**config.mk**
```make
export PLATFORM = sky130hd
export DESIGN_NAME = ascr_regs
export DESIGN_NICKNAME = d
export VERILOG_FILES = /design/src/include/ascr_pkg.sv /design/src/verilog/ascr_aux_gate.sv /design/src/verilog/ascr_watchdog.sv /design/src/verilog/ascr_regs.sv
export VERILOG_INCLUDE_DIRS = /design/src /design/src/include
export SDC_FILE = /design/constraint.sdc
export NUM_CORES = 1
export LEC_CHECK = 0
export BUFFER_PORTS_ARGS = -buffer_cell sky130_fd_sc_hd__buf_2
export CAP_MARGIN = 15
export CORE_MARGIN = 2
export CORE_UTILIZATION = 34
export DETAILED_ROUTE_END_ITERATION = 10
export PLACE_DENSITY = 0.69
export SLEW_MARGIN = 20
export SYNTH_ARGS = -nofsm -noshare
export SYNTH_HDL_FRONTEND = slang
export SYNTH_SLANG_ARGS = --single-unit
```
**constraint.sdc**
```tcl
create_clock -name clk -period 2.7 [get_ports clk]
set_clock_uncertainty 0.15 [all_clocks]
set_input_delay 0.405 -clock clk [delete_from_list [all_inputs] [get_ports clk]]
set_output_delay 0.405 -clock clk [all_outputs]
set_load 0.01 [all_outputs]
```
**src/include/ascr_cfg.svh**
```systemverilog
/*
 * Constants of the acquisition scan control register bank: offsets,
 * field positions, reset values and timeout counts.
 * Assumes a 50 MHz clock and an AHB-Lite register bus with 32-bit data.
 */
// How it works
// - Init request set: accumulators reload with the first measurement taken.
// - Init request clear: accumulators keep contents and fold new measurements in.
// - Six aux enable bits include their input when 1; reset value is 0.
// - Aux pin set for general I/O: enable ignored, still reads back.
// - Two-wire master selected: aux 0 and 1 enables ignored, still read back.
// - Calibration request runs ADC calibration; scan measurements skipped meanwhile.
// - Balance-switch and sense-wire diagnostic scans override other settings while running.
// - Complete flag low while an acquisition runs, high once it finishes.
// - While complete flag is high, new start requests are ignored.
// - Writing 0 clears the complete flag; writing 1 does nothing.
// - Timeout flag sets when acquisition overruns; limit depends on oversampling.
// - Writing 0 clears the timeout flag; writing 1 does nothing.
// - Watchdog disable bit inhibits the acquisition timeout watchdog.
// - Result ready flag sets when results move to data registers; write 0 clears.
// - Filter update enable: conversions fold into accumulators at sequence end.
`ifndef ASCR_CFG_SVH
`define ASCR_CFG_SVH

// ****************************************************************
// Register index and byte addresses
// ****************************************************************
`define ASCR_IDX_AUX_MEASURE_ENABLE 8'h65
`define ASCR_IDX_CTRL 8'h66
`define ASCR_IDX_MODE 8'h67
`define ASCR_ADDR_W 10
`define ASCR_ADDR_AUX_MEASURE_ENABLE 10'h194
`define ASCR_ADDR_CTRL 10'h198
`define ASCR_ADDR_MODE 10'h19c

// ****************************************************************
// Field positions
// ****************************************************************
`define ASCR_B_IIRINIT 15
`define ASCR_B_DONE 15
`define ASCR_B_TMO 14
`define ASCR_B_RDY 13
`define ASCR_B_AMEND 10
`define ASCR_B_START 0
`define ASCR_B_CAL 0
`define ASCR_B_BALDIAG 1
`define ASCR_B_WDDIS 2
`define ASCR_B_TWI 3
`define ASCR_F_AUX 5:0
`define ASCR_F_CFG 9:1
// Oversample count inside the stored config, which starts one bit above start
`define ASCR_F_OVS 4:2
`define ASCR_F_GPIO 9:4

// ****************************************************************
// Reset values and masks
// ****************************************************************
`define ASCR_RST_AUX 6'h00
`define ASCR_RST_CFG 9'h000
`define ASCR_RST_MODE 10'h000
`define ASCR_AUX_TWI_MASK 6'h03
`define ASCR_AUX_W 6

// ****************************************************************
// Timeout: base time at oversample 0, doubled per oversample step, in microseconds
// ****************************************************************
`define ASCR_CLK_MHZ 50
`define ASCR_TMO_BASE_US 500
`define ASCR_TMO_BASE_CYC (24'(`ASCR_TMO_BASE_US * `ASCR_CLK_MHZ))
`define ASCR_TMO_W 24

`endif

```
**src/include/ascr_pkg.sv**
```systemverilog
/*
 * Types of the acquisition scan control register bank.
 * Assumes the aux and config widths of ascr_cfg.svh, written here as literals.
 */
package ascr_pkg;

  // Sequencer launch request towards the measurement engines
  typedef struct packed {
    logic start;
    logic [5:0] auxEffective;
    logic iirInit;
    logic filterUpdate;
    logic calibrate;
    logic balDiag;
    logic [8:0] acqConfig;
  } ascr_launch_s;

  // Sequencer state
  typedef enum logic [1:0] {
    ASCR_IDLE = 2'b00,
    ASCR_BUSY = 2'b01,
    ASCR_CAL = 2'b10
  } ascr_state_e;

endpackage

```
**src/verilog/ascr_aux_gate.sv**
```systemverilog
/*
 * Effective auxiliary measurement enables: stored enable masked by pin
 * mode and two-wire master selection.
 * Assumes stored values stay readable elsewhere.
 */
`timescale 1ns/1ns
`include "ascr_cfg.svh"
module ascr_aux_gate (
  // Stored setting and pin modes
  input wire logic [`ASCR_AUX_W-1:0] auxMeasureEnable,
  input wire logic [`ASCR_AUX_W-1:0] auxPinIoSelect,
  input wire logic twowireMasterSelect,
  // Gated result
  output logic [`ASCR_AUX_W-1:0] auxEffective
);
  logic [`ASCR_AUX_W-1:0] twiMask;

  // Two-wire master owns aux 0 and 1
  assign twiMask = twowireMasterSelect ? `ASCR_AUX_TWI_MASK : '0;
  // Pins in I/O mode are never measured
  assign auxEffective = auxMeasureEnable & ~auxPinIoSelect & ~twiMask;
endmodule

```
**src/verilog/ascr_watchdog.sv**
```systemverilog
/*
 * Acquisition watchdog: counts while an acquisition runs and flags
 * an overrun once the oversample-scaled limit is reached.
 * Assumes a one-cycle clear at each launch.
 */
`timescale 1ns/1ns
`include "ascr_cfg.svh"
module ascr_watchdog #(
  parameter logic [`ASCR_TMO_W-1:0] BASE_CYC = `ASCR_TMO_BASE_CYC
) (
  // Clock and reset
  input wire logic clk,
  input wire logic rst_n,
  // Control
  input wire logic run,
  input wire logic restart,
  input wire logic inhibit,
  input wire logic [2:0] oversample,
  // Overrun pulse
  output logic expired
);
  logic [`ASCR_TMO_W-1:0] count_r;
  logic [`ASCR_TMO_W-1:0] limit;

  // Limit doubles with each oversample step
  assign limit = BASE_CYC << oversample;

  // Cycle counter, frozen when inhibited
  always_ff @(posedge clk or negedge rst_n) begin
    if (!rst_n) begin
      count_r <= '0;
    end else if (restart) begin
      count_r <= '0;
    end else if (run && !inhibit && count_r != limit) begin
      count_r <= count_r + 1'b1;
    end
  end

  // Single pulse on reaching the limit
  assign expired = run && !inhibit && (count_r == limit - 1'b1) && !restart;
endmodule

```
**src/verilog/ascr_regs.sv**
```systemverilog
/*
 * Acquisition scan control register bank: aux measurement enables,
 * IIR init request, completion/timeout/result-ready flags, and launch
 * control towards the sequencer, reached over AHB-Lite.
 * Assumes a sequencer that pulses seqDone, calDone and resultMoved.
 */
`timescale 1ns/1ns
`include "ascr_cfg.svh"
module ascr_regs #(
  parameter logic [`ASCR_TMO_W-1:0] TMO_BASE_CYC = `ASCR_TMO_BASE_CYC
) (
  // Clock and reset
  input wire logic clk,
  input wire logic rst_n,
  // AHB-Lite slave
  input wire logic hsel,
  input wire logic [31:0] haddr,
  input wire logic [1:0] htrans,
  input wire logic hwrite,
  input wire logic [2:0] hsize,
  input wire logic [31:0] hwdata,
  input wire logic hready,
  output logic [31:0] hrdata,
  output logic hreadyout,
  output logic hresp,
  // Sequencer status
  input wire logic seqDone,
  input wire logic calDone,
  input wire logic resultMoved,
  // Launch to sequencer
  output ascr_pkg::ascr_launch_s launch
);
  // ****************************************************************
  // Storage
  // ****************************************************************
  logic [`ASCR_AUX_W-1:0] aux_measure_enable_r;
  logic iirInit_r;
  logic [8:0] cfg_r;
  logic filterUpdate_r;
  logic [9:0] mode_r;
  logic done_r;
  logic tmo_r;
  logic rdy_r;
  ascr_pkg::ascr_state_e state_r;
  ascr_pkg::ascr_launch_s launch_r;
  logic [31:0] hrdata_r;
  logic wrPend_r;
  logic [`ASCR_ADDR_W-1:0] wrAddr_r;

  logic [`ASCR_AUX_W-1:0] auxEffective;
  logic addrPhase;
  logic wrAux;
  logic wrCtrl;
  logic wrMode;
  logic startReq;
  logic calReq;
  logic tmoPulse;
  logic seqEnd;
  logic launchNow;

  // ****************************************************************
  // Bus decode
  // ****************************************************************
  // Every access completes in zero wait states
  assign addrPhase = hsel && hready && htrans[1];
  assign hreadyout = 1'b1;
  assign hresp = 1'b0;
  assign hrdata = hrdata_r;

  // Capture write address for the data phase
  always_ff @(posedge clk or negedge rst_n) begin
    if (!rst_n) begin
      wrPend_r <= 1'b0;
      wrAddr_r <= '0;
    end else begin
      wrPend_r <= addrPhase && hwrite;
      wrAddr_r <= haddr[`ASCR_ADDR_W-1:0];
    end
  end

  assign wrAux = wrPend_r && wrAddr_r == `ASCR_ADDR_AUX_MEASURE_ENABLE;
  assign wrCtrl = wrPend_r && wrAddr_r == `ASCR_ADDR_CTRL;
  assign wrMode = wrPend_r && wrAddr_r == `ASCR_ADDR_MODE;

  // Read data registered at the address phase; unmapped reads give zero
  always_ff @(posedge clk or negedge rst_n) begin
    if (!rst_n) begin
      hrdata_r <= '0;
    end else if (addrPhase && !hwrite) begin
      unique case (haddr[`ASCR_ADDR_W-1:0])
        `ASCR_ADDR_AUX_MEASURE_ENABLE: hrdata_r <= {16'h0000, iirInit_r, 9'h000, aux_measure_enable_r};
        `ASCR_ADDR_CTRL: hrdata_r <= {16'h0000, done_r, tmo_r, rdy_r, 2'b00,
                                      filterUpdate_r, cfg_r, 1'b0};
        `ASCR_ADDR_MODE: hrdata_r <= {22'h000000, mode_r};
        default: hrdata_r <= '0;
      endcase
    end
  end

  // ****************************************************************
  // Software-written settings
  // ****************************************************************
  // Aux enables and IIR init request; hold their value whatever the pin mode
  always_ff @(posedge clk or negedge rst_n) begin
    if (!rst_n) begin
      aux_measure_enable_r <= `ASCR_RST_AUX;
      iirInit_r <= 1'b0;
    end else if (wrAux) begin
      aux_measure_enable_r <= hwdata[`ASCR_F_AUX];
      iirInit_r <= hwdata[`ASCR_B_IIRINIT];
    end
  end

  // Plain read/write fields of the control register
  always_ff @(posedge clk or negedge rst_n) begin
    if (!rst_n) begin
      cfg_r <= `ASCR_RST_CFG;
      filterUpdate_r <= 1'b0;
    end else if (wrCtrl) begin
      cfg_r <= hwdata[`ASCR_F_CFG];
      filterUpdate_r <= hwdata[`ASCR_B_AMEND];
    end
  end

  // Mode register: calibrate, diag, watchdog disable, two-wire, pin I/O
  // Calibrate bit self-clears once accepted so it acts as a command
  always_ff @(posedge clk or negedge rst_n) begin
    if (!rst_n) begin
      mode_r <= `ASCR_RST_MODE;
    end else if (wrMode) begin
      mode_r <= hwdata[9:0];
    end else if (calReq) begin
      mode_r[`ASCR_B_CAL] <= 1'b0;
    end
  end

  // ****************************************************************
  // Gating of aux enables
  // ****************************************************************
  ascr_aux_gate u_gate (
    .auxMeasureEnable(aux_measure_enable_r),
    .auxPinIoSelect(mode_r[`ASCR_F_GPIO]),
    .twowireMasterSelect(mode_r[`ASCR_B_TWI]),
    .auxEffective(auxEffective)
  );

  // ****************************************************************
  // Sequencer control
  // ****************************************************************
  // Start ignored while the complete flag is high
  assign startReq = wrCtrl && hwdata[`ASCR_B_START] && !done_r;
  assign calReq = mode_r[`ASCR_B_CAL] && state_r == ascr_pkg::ASCR_IDLE;
  assign launchNow = startReq && state_r == ascr_pkg::ASCR_IDLE && !calReq;
  assign seqEnd = (state_r == ascr_pkg::ASCR_BUSY) && (seqDone || tmoPulse);

  // Calibration wins over scans; start requests during it are dropped
  always_ff @(posedge clk or negedge rst_n) begin
    if (!rst_n) begin
      state_r <= ascr_pkg::ASCR_IDLE;
    end else begin
      unique case (state_r)
        ascr_pkg::ASCR_IDLE: begin
          if (calReq) begin
            state_r <= ascr_pkg::ASCR_CAL;
          end else if (launchNow) begin
            state_r <= ascr_pkg::ASCR_BUSY;
          end
        end
        ascr_pkg::ASCR_BUSY: begin
          if (seqDone || tmoPulse) begin
            state_r <= ascr_pkg::ASCR_IDLE;
          end
        end
        ascr_pkg::ASCR_CAL: begin
          if (calDone) begin
            state_r <= ascr_pkg::ASCR_IDLE;
          end
        end
        default: state_r <= ascr_pkg::ASCR_IDLE;
      endcase
    end
  end

  // Launch bundle: one-cycle start with settings frozen at launch
  always_ff @(posedge clk or negedge rst_n) begin
    if (!rst_n) begin
      launch_r <= '0;
    end else begin
      launch_r.start <= launchNow;
      launch_r.calibrate <= calReq || (state_r == ascr_pkg::ASCR_CAL && !calDone);
      if (launchNow) begin
        launch_r.auxEffective <= auxEffective;
        launch_r.iirInit <= iirInit_r;
        // Start write carries its own settings, so take them from the bus
        launch_r.filterUpdate <= hwdata[`ASCR_B_AMEND];
        launch_r.balDiag <= mode_r[`ASCR_B_BALDIAG];
        launch_r.acqConfig <= hwdata[`ASCR_F_CFG];
      end
    end
  end
  assign launch = launch_r;

  // ****************************************************************
  // Watchdog
  // ****************************************************************
  ascr_watchdog #(
    .BASE_CYC(TMO_BASE_CYC)
  ) u_wd (
    .clk(clk),
    .rst_n(rst_n),
    .run(state_r == ascr_pkg::ASCR_BUSY),
    .restart(launchNow),
    .inhibit(mode_r[`ASCR_B_WDDIS]),
    .oversample(cfg_r[`ASCR_F_OVS]),
    .expired(tmoPulse)
  );

  // ****************************************************************
  // Status flags; hardware set wins over a clearing write
  // ****************************************************************
  // Complete flag: set at sequence end, cleared by a control write with bit 15 at 0
  always_ff @(posedge clk or negedge rst_n) begin
    if (!rst_n) begin
      done_r <= 1'b0;
    end else if (seqEnd) begin
      done_r <= 1'b1;
    end else if (wrCtrl && !hwdata[`ASCR_B_DONE]) begin
      done_r <= 1'b0;
    end
  end

  // Timeout flag
  always_ff @(posedge clk or negedge rst_n) begin
    if (!rst_n) begin
      tmo_r <= 1'b0;
    end else if (tmoPulse) begin
      tmo_r <= 1'b1;
    end else if (wrCtrl && !hwdata[`ASCR_B_TMO]) begin
      tmo_r <= 1'b0;
    end
  end

  // Result ready flag
  always_ff @(posedge clk or negedge rst_n) begin
    if (!rst_n) begin
      rdy_r <= 1'b0;
    end else if (resultMoved) begin
      rdy_r <= 1'b1;
    end else if (wrCtrl && !hwdata[`ASCR_B_RDY]) begin
      rdy_r <= 1'b0;
    end
  end
endmodule

```
; ---- Yosys cells after proc, flatten, opt, wreduce, memory -nomap -nowiden
; Cells that the tools add are included.
[word_totals]
ff_bits = 119
inputBits = 77
output_inout_bits = 54
wordCells = 97
[classes]
addsub = 2
n_eq_ne = 13
shift = 1
muxes = 17
bitwise_logic = 4
reduce_logical = 39
[op_table]
columns = op, n
row1 = $eq 10x9->1 const B, 6
row2 = $mux 24, 2
row3 = $pmux 16 s3, 1
row4 = $add 24x1->24 const B, 1
row5 = $eq 24x24->1, 1
row6 = $ne 24x24->1, 1
row7 = $shl 15x3->24 const A, 1
row8 = $sub 24x1->24 const B, 1
row9 = $logic_and 1x1->1, 21
row10 = $and 6x6->6, 2
row11 = $not 6->6, 2
row12 = $mux 2, 5
row13 = $reduce_bool 2->1, 5
row14 = $logic_not 1->1, 9
row15 = $mux 1, 8
row16 = $pmux 2 s3, 1
row17 = $ne 2x2->1 const B, 2
row18 = $ne 3x3->1 const B, 1
row19 = $reduce_and 3->1, 1
row20 = $eq 2x1->1 const B, 1
row21 = $eq 2x2->1 const B, 1
row22 = $logic_not 2->1, 1
row23 = $logic_or 1x1->1, 2

; ---- Depth between registers and ports, before layout
; Gate-level depths: netlist of run 1.
[logic_depth]
depth_word = 11
mapped_depth = 10
depth_no_buf = 9

; ---- Modules after synthesis
; Synthesis of run 1 repeated with hierarchy kept, for this count alone.
[hier_totals]
hier_cells = 505
area_unflattened_um2 = 5577.8
[modules_own_cells]
columns = mod, n_inst, cells_per_inst, area_per_inst_um2, seq_area_each_um2
row1 = ascr_regs, 1, 221, 3170.5, 1926.8
row2 = ascr_watchdog, 1, 278, 2367.3, 600.6
row3 = ascr_aux_gate, 1, 6, 40.0, 0.0

; ---- Worst setup path before layout of run 1
; OpenSTA, ideal clock, no wires.
[synth_path]
kind = register to register
from = register cfg_r[3]
to = register state_r[0]
setup_time_ps = 140
arrival_ps = 2613
required_ps = 2410
slack_ps = -203
path_stages_with_launch = 10
n_path_buf = 1
period_less_slack_ps = 2903
cell_sequence = dfrtp_1 > inv_1 > ha_1 > clkbuf_1 > nor4_1 > nand4_1 > o41ai_1 > o211a_1 > and4_1 > o31ai_1
[synth_between]
elab_chain_len = 8
[synth_lines]
columns = element, line_no
row1 = start: declaration, ascr_regs.sv:38  ; logic [8:0] cfg_r;
row2 = start signal: assignment, ascr_regs.sv:117  ; cfg_r <= `ASCR_RST_CFG;
row3 = start signal: assignment, ascr_regs.sv:120  ; cfg_r <= hwdata[`ASCR_F_CFG];
row4 = $shl 15x3->24, ascr_watchdog.sv:26  ; assign limit = BASE_CYC << oversample;
row5 = $sub 24x1->24, ascr_watchdog.sv:40  ; assign expired = run && !inhibit && (count_r == limit - 1'b1) && !restart;
row6 = $eq 24x24->1, ascr_watchdog.sv:40
row7 = $logic_and 1x1->1 (2 in series), ascr_watchdog.sv:40
row8 = $logic_or 1x1->1, ascr_regs.sv:170  ; if (seqDone || tmoPulse) begin
row9 = $ne 2x2->1 (no line), --
row10 = $reduce_and 3->1 (no line), --
row11 = end signal: assignment, ascr_regs.sv:171  ; state_r <= ascr_pkg::ASCR_IDLE;
row12 = end signal: assignment, ascr_regs.sv:176  ; state_r <= ascr_pkg::ASCR_IDLE;
row13 = end signal: assignment, ascr_regs.sv:179  ; default: state_r <= ascr_pkg::ASCR_IDLE;
row14 = end: declaration, ascr_regs.sv:44  ; ascr_pkg::ascr_state_e state_r;
; No other way between the ends.
; A chain may end at the register's enable or synchronous reset.

; ---- Final worst setup path of run 1
[layout_path]
from = register cfg_r[2]
to = register state_r[0]
; Same word-level chain as after synthesis.

==> results_dict.tcl, run 1 <==
set metrics [dict create \
    ios 131 \
    grt_use_total 0.154 \
    die-height_um 131 \
    drt_pass1_iterations 4 \
    synthesis.area_um2 5450 \
    fmax_mhz 385 \
    seq_area_frac_synth 0.464 \
    remaining_drc_errors 0 \
    cts-root-buf "clkbuf_16" \
    setup_viol 0 \
    leakage_uw 0.00295 \
    synth_seq_cells 101 \
    totalWireLength_um 12800 \
    placementRows 46 \
    die_area_um2 17100 \
    antenna_found_initial 0 \
    finalMaxSlewViolations 0 \
    dieWidth_um 131 \
    grt_pass1_vias 3960 \
    synthArstFlopShare 1.00 \
    cp-start-kind "flop" \
    wire_per_inst_um 14.9 \
    synth_flop_cell "dfrtp_1" \
    holdCritPathClass "in2reg" \
    critPathCaptureType "flop" \
    netlist_top_cells_count "dfrtp_1 (101), nand2_1 (88), nor2_1 (47)" \
    synth_top_area_share 0.464 \
    gp_congestion 0.901 \
    clock_latency_ps 350 \
    n_antenna_cell 0 \
    worstSetupPathType "reg2reg" \
    final-hold-violation-count 0 \
    cap_violations 0 \
    maxSlewHeadroom 0.642 \
    grt-ovfl-total 0 \
    drt_iter0_markers 260 \
    min_period_over_period 0.962 \
    layout-drive-gt1-share 0.267 \
    worstMarginPinSlew_ps 536 \
    cp_max_fo 6 \
    vias 4137 \
    utilization 0.415 \
    period_needed_ps 2600 \
    area_growth_pct 20.2 \
    nets 732 \
    grt_max_degree 48 \
    viasPerCell 4.80 \
    crit_required_ps 2760 \
    ir_worst_vdd_mv 0.299 \
    placed_area_um2 6150 \
    grt_pass1_wl_um 20300 \
    yosys.area.top_type "dfrtp_1" \
    synth.distinct_cells 63 \
    cts.htree.levels 3 \
    syn_inst 556 \
    path_clk_slew_ps 70 \
    hp-start "haddr[7]" \
    regToRegStartpoint "cfg_r[2]" \
    power_density_nw_per_um2 491 \
    cts_buffers 9 \
    synth_edf_count 0 \
    ant_nets 0 \
    worst_ep_arrival_time_ps 2650 \
    netlist_top_cells_area "dfrtp_1 (46%), nand2_1 (6.1%), mux2_2 (5.4%), xor2_1 (4.7%), nor2_1 (3.2%)" \
    clockBufferDepth 2 \
    place.port_buffers 66 \
    reg2reg_slack_ps 100 \
    numClockSinks 101 \
    initial_core_util 0.346 \
    fillers 1546 \
    placed_cells 843 \
    tritoncts "yes" \
    avgSynthCellArea_um2 9.80 \
    rsz0062_at_grt "yes" \
    postLayoutCellArea_um2 6550 \
    dp_hpwl_um 9400 \
    outcome "finished, final reports clean" \
    coreArea_um2 15800 \
    final-instance-count-excl-fill 861 \
    yosysMostFrequentCell "dfrtp_1" \
    worstSetupStartpoint "cfg_r[2]" \
    yosys_warnings 0 \
]
logic make-up after synthesis:
| family | count (synthesis) | share of synthesized area |
|---|---|---|
| and+or+nand+nor | 226 | 0.205 |
| DFF | 101 | 0.464 |
| AOI/OAI and AO/OA | 69 | 0.0838 |
| buffers and inverters | 58 | 0.0560 |
| xor gates and xnor gates | 48 | 0.0785 |
| muxes | 38 | 0.0781 |
| adders and majority gates | 14 | 0.0335 |
| other | 2 | 0.00138 |
flip-flops by register name, indices dropped and copies added (netlist names):
| register | cells |
|---|---|
| done_r | 1 |
| state_r | 2 |
| wrAddr_r | 10 |
| hrdata | 14 |
| launch | 20 |
| u_wd.count_r | 24 |
| aux_measure_enable_r | 6 |
| iirInit_r | 1 |
| tmo_r | 1 |
| cfg_r | 9 |
| filterUpdate_r | 1 |
| rdy_r | 1 |
| mode_r | 10 |
| wrPend_r | 1 |
layout make-up:
class | count | area, um2 | share of cell area
Sequential cell | 101 | 2530 | 0.386
Inverter | 9 | 33.8 | 0.00516
Tap cell | 216 | 270 | 0.0413
Timing Repair Buffer | 105 | 661 | 0.101
Clock inverter | 6 | 70.1 | 0.0107
Multi-Input combinational cell | 415 | 2760 | 0.421
Clock buffer | 9 | 225 | 0.0344
per-stage QoR:
| step | hold slack, ps | power, uW | setup slack, ps | TNS, ps |
|---|---|---|---|---|
| 6_report | 21.0 | 3210 | 103 | 0 |
| 5_1_grt | 9.03 | 3330 | -10.6 | -18.2 |
| 4_1_cts | 10.1 | 3230 | 1.31 | 0 |
| 3_5_place_dp | 265 | 1910 | -33.4 | -33.4 |
| 3_3_place_gp | 263 | 1910 | -53.7 | -62.9 |
| 2_1_floorplan | -40.6 | 1790 | 46.0 | 0 |
critical path, cell delays in order (launching register included):
cell and delay [ps]:
dfrtp_2 400, inv_1 110, ha_2 270, nor3_1 90, and3_1 160, or3b_4 390, a2111oi_4 370, o211a_1 240
and4_4 220, o31ai_1 60
cells in the final DEF, fill, tap and decap left out, types with 4 or more instances in the layout:
cell type,instances
dfrtp_1,99
nand2_1,88
buf_2,65
nor2_1,46
buf_4,35
xor2_1,29
mux2_2,26
o21ai_0,20
conb_1,20
xnor2_1,18
nand3_1,16
a21oi_1,16
mux2i_1,11
nor3_1,9
clkbuf_16,9
ha_1,8
inv_1,7
nor2b_1,7
nand3b_1,6
and3_1,6
o31ai_1,6
nand4_1,5
nand4b_1,4
nand2b_1,4
nor4_1,4
and4_1,4
ha_2,4
final timing paths:
| kind | end | cells after the start |
|---|---|---|
| setup reg to reg | state_r[0] | 9 |
| setup / recovery | state_r[0] | 9 |
| hold reg to reg | launch[6] | 2 |
| max in group asynchronous | state_r[0] | 3 |
| min in group asynchronous | u_wd.count_r[17] | 2 |
| hold / removal | wrAddr_r[7] | 1 |
timing repair:
item | CTS | global route
setup buffers | 1 | 1
cloned | 0 | 0
setup endpoints to repair | 2 | 6
hold buffers | 1 | 0
pin swaps | 3 | 5
hold endpoints to repair | 38 | 0
gates resized for setup | 6 | 12
per-layer routing:
metal / up-vias / global-route usage / wire length, um
li1: 2027 / - / -
met1: 2010 / 0.206 / 6130
met2: 84 / 0.246 / 5900
met3: 16 / 0.0330 / 570
met4: 0 / 0.0613 / 244
met5: - / 0 / 0
where the power goes:
group / switching, uW / leakage (uW) / internal [uW]
clock: 598 / 0.000140 / 722
sequential: 22.2 / 0.00121 / 1540
combinational: 185 / 0.00160 / 145
total: 805 / 0.00295 / 2410
No activity file was read; power rests on OpenSTA's default activity.
==> run 2, diff against run 1 <==
- BUFFER_PORTS_ARGS: -buffer_cell sky130_fd_sc_hd__buf_2 -> unset
- DONT_BUFFER_PORTS: unset -> 1
- PLACE_DENSITY: 0.69 -> 0.62
==> run 2 against run 1 <==
Effect of this change:
- the run now ends with hold timing left
- power shrank 2.7%
- combinational power decreased by 11%
- critical path depth increased by 1
- setup slack worse by 4.7 ps
- first-iteration DRC count rose by 0.38%
- largest cell class unchanged
==> results_dict.tcl, run 2 (same netlist as run 1, synthesis figures left out) <==
set metrics [dict create \
    period_needed_ps 2600 \
    p_int_uw 2370 \
    antenna_found_initial 0 \
    reg2reg_depth 10 \
    cts.htree.levels 3 \
    cts_hold_buf 12 \
    crit_required_ps 2790 \
    grt_pass1_vias 4082 \
    die-height_um 131 \
    maxSlewHeadroom 0.662 \
    area_growth_pct 17.4 \
    cp_max_fo 4 \
    cts_buffers 9 \
    dieWidth_um 131 \
    power_frac_comb 0.094 \
    initial_core_util 0.346 \
    clock_latency_ps 360 \
    worstSetupPathType "reg2reg" \
    ios 131 \
    swShare 0.242 \
    critPathCaptureType "flop" \
    dp_hpwl_um 9580 \
    setup_tns_ps 0 \
    final_common_cell "dfrtp_1" \
    placed_area_um2 5830 \
    n_antenna_cell 0 \
    postLayoutCellArea_um2 6400 \
    largest_reg_flops 24 \
    seq_power_share 0.502 \
    hold_ws_ps -410 \
    cts-root-buf "clkbuf_16" \
    grt_use_total 0.161 \
    utilization 0.406 \
    ant_nets 0 \
    final-hold-violation-count 101 \
    layout-drive-gt1-share 0.188 \
    grt_pass1_wl_um 20900 \
    cap_violations 0 \
    regMostFlops "u_wd.count_r" \
    worstMarginPinSlew_ps 506 \
    dp_slack_ps -33.9 \
    path_clk_slew_ps 70 \
    totalWireLength_um 13500 \
    viasPerCell 5.04 \
    wire_per_inst_um 16.7 \
    fmax_mhz 384 \
    leakage_uw 0.00270 \
    worst_ep_arrival_time_ps 2690 \
    outcome "finished, violations left" \
    holdCritPathClass "in2async" \
    tritoncts "yes" \
    numClockSinks 101 \
    reg2reg_slack_ps 100 \
    switching_power_uw 757 \
    clockPowerShare 0.404 \
    vias 4074 \
    die_area_um2 17100 \
    min_period_over_period 0.964 \
    drt_iter0_markers 261 \
    coreArea_um2 15800 \
    grt-ovfl-total 0 \
    gp_congestion 0.854 \
    remaining_drc_errors 0 \
    setup_viol 0 \
    setup_slack_ps 98.1 \
    nets 678 \
    rsz0062_at_grt "yes" \
    finalMaxSlewViolations 0 \
    clockBufferDepth 2 \
    mostFrequentLayoutCells "dfrtp_1 (98), nand2_1 (88), nor2_1 (46)" \
    place.port_buffers 0 \
    fillers 1523 \
    r2r-end "u_wd.count_r[0]" \
    ir_worst_vdd_mv 0.239 \
    placementRows 46 \
    violations "hold timing" \
    drt_pass1_iterations 5 \
    power_density_nw_per_um2 489 \
    cp-start-kind "flop" \
    regToRegStartpoint "cfg_r[3]" \
    grt_max_degree 102 \
]
[run 2: timing repair]
item	in CTS	in global routing
endpoints found under the setup margin	4	6
buffers inserted	1	1
pin swaps	2	8
resized for setup	7	23
endpoints found under the hold margin	113	101
[run 2: critical path, cell delays in order (launching register included)]
cell	delay, ps
dfrtp_2	450
inv_4	70
buf_4	140
ha_1	320
xnor2_1	140
nor3_1	160
nand3_1	190
a2111oi_4	450
a31oi_2	190
xnor2_1	170
nor2_1	50
[run 2: cell type report]
| cell class | instances | area (um2) | share of cell area |
|---|---|---|---|
| Sequential cell | 101 | 2530 | 0.396 |
| Timing Repair Buffer | 51 | 442 | 0.0690 |
| Inverter | 9 | 36.3 | 0.00567 |
| Clock buffer | 12 | 256 | 0.0401 |
| Tap cell | 216 | 270 | 0.0422 |
| Clock inverter | 4 | 30.0 | 0.00469 |
| Multi-Input combinational cell | 415 | 2830 | 0.443 |
[run 2: metrics by stage]
| stage | std cells | power [uW] |
|---|---|---|
| after CTS | 807 | 3140 |
| after global placement | 778 | 1840 |
| after detailed placement | 778 | 1850 |
| final | 808 | 3130 |
| after floorplan | 574 | 1790 |
| after global routing | 808 | 3250 |
[run 2: worst max path at each step]
| stage | slack, ps | cells after the start | to | startpoint |
|---|---|---|---|---|
| 5_1_grt | -50 | 10 | state_r[0] | cfg_r[2] |
| 4_1_cts | 3 | 9 | state_r[0] | cfg_r[2] |
| 3_5_place_dp | -30 | 9 | state_r[0] | cfg_r[3] |
| 6_report | 100 | 10 | u_wd.count_r[0] | cfg_r[3] |
| 3_3_place_gp | 4 | 9 | u_wd.count_r[1] | cfg_r[4] |
| 2_1_floorplan | 50 | 10 | u_wd.count_r[0] | cfg_r[2] |
[run 2: metal layers]
metal / share of wire / vias to the layer above / GRT usage
li1: - / 1926 / -
met1: 0.45 / 2022 / 0.207
met2: 0.46 / 107 / 0.257
met3: 0.064 / 19 / 0.0432
met4: 0.023 / 0 / 0.0695
met5: 0 / - / 0
[run 2: power groups by stage]
stage / Sequential (uW) / Combinational (uW) / Clock, uW
2_1_floorplan: 1590 / 197 / 0
3_3_place_gp: 1600 / 245 / 0
3_5_place_dp: 1600 / 250 / 0
4_1_cts: 1570 / 273 / 1300
5_1_grt: 1570 / 321 / 1360
6_report: 1570 / 294 / 1260
==> run 3, diff against run 2 <==
- CORE_UTILIZATION: 34 -> 50
- PLACE_DENSITY: 0.62 -> 0.8
==> run 3 against run 2 <==
Effect of this change:
- the flow still finishes with violations (hold timing)
- combinational power up 4%
- count of clock-buffer cells in the layout decreased by 2
- die area is 31% lower
- cell count down 7.9%
- first-iteration DRC count up 31%
- final area is 1.7% lower
- sequential power is essentially flat
- highest routed layer unchanged
==> results_dict.tcl, run 3 (same netlist as run 1, synthesis figures left out) <==
set metrics [dict create \
    cp_max_fo 6 \
    r2r-end "state_r[0]" \
    critPathCaptureType "flop" \
    mostFrequentLayoutCells "dfrtp_1 (98), nand2_1 (88), nor2_1 (46)" \
    die_area_um2 11700 \
    path_cells "buf_4 -> fa_1 -> xor2_1 -> nand3_1 -> a2111oi_4 -> o211a_1 -> and4_1 -> o31ai_1" \
    tritoncts "yes" \
    gp_congestion 0.854 \
    viasPerCell 5.59 \
    die-height_um 108 \
    setup_viol 0 \
    finalMaxSlewViolations 0 \
    n_antenna_cell 0 \
    min_period_over_period 0.964 \
    coreArea_um2 10700 \
    worstSetupPathType "reg2reg" \
    final-hold-violation-count 101 \
    drt_pass1_iterations 4 \
    place.port_buffers 0 \
    layout-drive-gt1-share 0.182 \
    power_density_nw_per_um2 445 \
    totalWireLength_um 13100 \
    largest_reg_flops 24 \
    rsz0062_at_grt "no" \
    grt_pass1_wl_um 20000 \
    period_needed_ps 2600 \
    totalPowerFinal_uw 2800 \
    cts-root-buf "clkbuf_8" \
    regToRegStartpoint "cfg_r[3]" \
    grt-ovfl-total 0 \
    dp_hpwl_um 8810 \
    critPathCapture "state_r[0]" \
    grt_pass1_vias 3989 \
    holdCritPathClass "in2async" \
    hold_ws_ps -444 \
    slowest_stage "fa_1" \
    regMostFlops "u_wd.count_r" \
    setup_slack_ps 95.9 \
    worst_ep_arrival_time_ps 2700 \
    drt_iter0_markers 343 \
    final_common_cell "dfrtp_1" \
    nets 690 \
    vias 4160 \
    outcome "finished, violations left" \
    cts_buffers 9 \
    clock_latency_ps 380 \
    ios 131 \
    area_growth_pct 15.4 \
    slowest_delay_ps 530 \
    grt_max_degree 102 \
    remaining_drc_errors 0 \
    ir_worst_vdd_mv 0.261 \
    clockBufferDepth 2 \
    reg2reg_depth 8 \
    antenna_found_initial 0 \
    setup_tns_ps 0 \
    violations "hold timing" \
    initial_core_util 0.507 \
    cts.htree.levels 3 \
    leakage_uw 0.00268 \
    worstMarginPinSlew_ps 506 \
    placementRows 38 \
    worstSetupStartpoint "cfg_r[3]" \
    numClockSinks 101 \
    ant_nets 0 \
    fmax_mhz 384 \
    crit_required_ps 2800 \
    cap_violations 0 \
    path_clk_slew_ps 100 \
    wire_per_inst_um 17.5 \
    maxSlewHeadroom 0.660 \
    dieWidth_um 108 \
    reg2reg_slack_ps 100 \
    dp_slack_ps -59.4 \
    grt_use_total 0.222 \
    cp-start-kind "flop" \
]
-- run 3: repair_timing --
| action | CTS | global route |
|---|---|---|
| hold buffers | 23 | 3 |
| endpoints found under the setup margin | 5 | 6 |
| gates resized for setup | 4 | 23 |
| setup buffers | 0 | 2 |
| endpoints found under the hold margin | 130 | 105 |
| pin swaps | 2 | 7 |
-- run 3: worst min path at each step --
stage,start,to,cells past startpoint
2_1_floorplan,rst_n,aux_measure_enable_r[0],0
3_3_place_gp,rst_n,u_wd.count_r[22],0
3_5_place_dp,rst_n,u_wd.count_r[23],0
4_1_cts,rst_n,launch[11],0
5_1_grt,rst_n,u_wd.count_r[23],0
6_report,rst_n,u_wd.count_r[23],0
-- run 3: final cells by class --
class,count,area [um2]
fill,838,4460
multi-input combinational,415,2800
sequential,101,2530
timing repair buffer,63,554
tap,140,175
clock buffer,10,128
clock inverter,6,56.3
inverter,9,40.0
-- run 3: per-layer routing --
layer  wire [um]  share of wire  vias up  track usage
li1            -              -     1950            -
met5           0              0        -            0
met3         974          0.075       23       0.0512
met4         297          0.023        0       0.0870
met2        6300           0.48      141        0.354
met1        5480           0.42     2046        0.294
-- run 3: where the power goes --
group / switching (uW) / internal [uW] / total [uW]
registers: 27.1 / 1540 / 1570
logic: 154 / 153 / 307
clock network: 567 / 353 / 920
total: 748 / 2050 / 2800
-- run 3: critical path, delay by kind of cell (launching register included) --
kind                     cells  cell delay, ps
XOR/XNOR                     1             220
buffers and inverters        1             190
AND/OR/NAND/NOR              2             360
adder cells (fa/ha/maj)      1             530
flip-flops                   1             470
AO/OA/AOI/OAI                3             550
-- run 3: per-stage QoR --
step	util	instance area (um2)	cells	hold WS, ps
6_report	0.585	6290	744	-444
5_1_grt	0.585	6290	744	-467
4_1_cts	0.571	6130	739	-461
3_5_place_dp	0.531	5710	700	-39.2
3_3_place_gp	0.531	5710	700	-38.9
2_1_floorplan	-	5530	574	-40.6
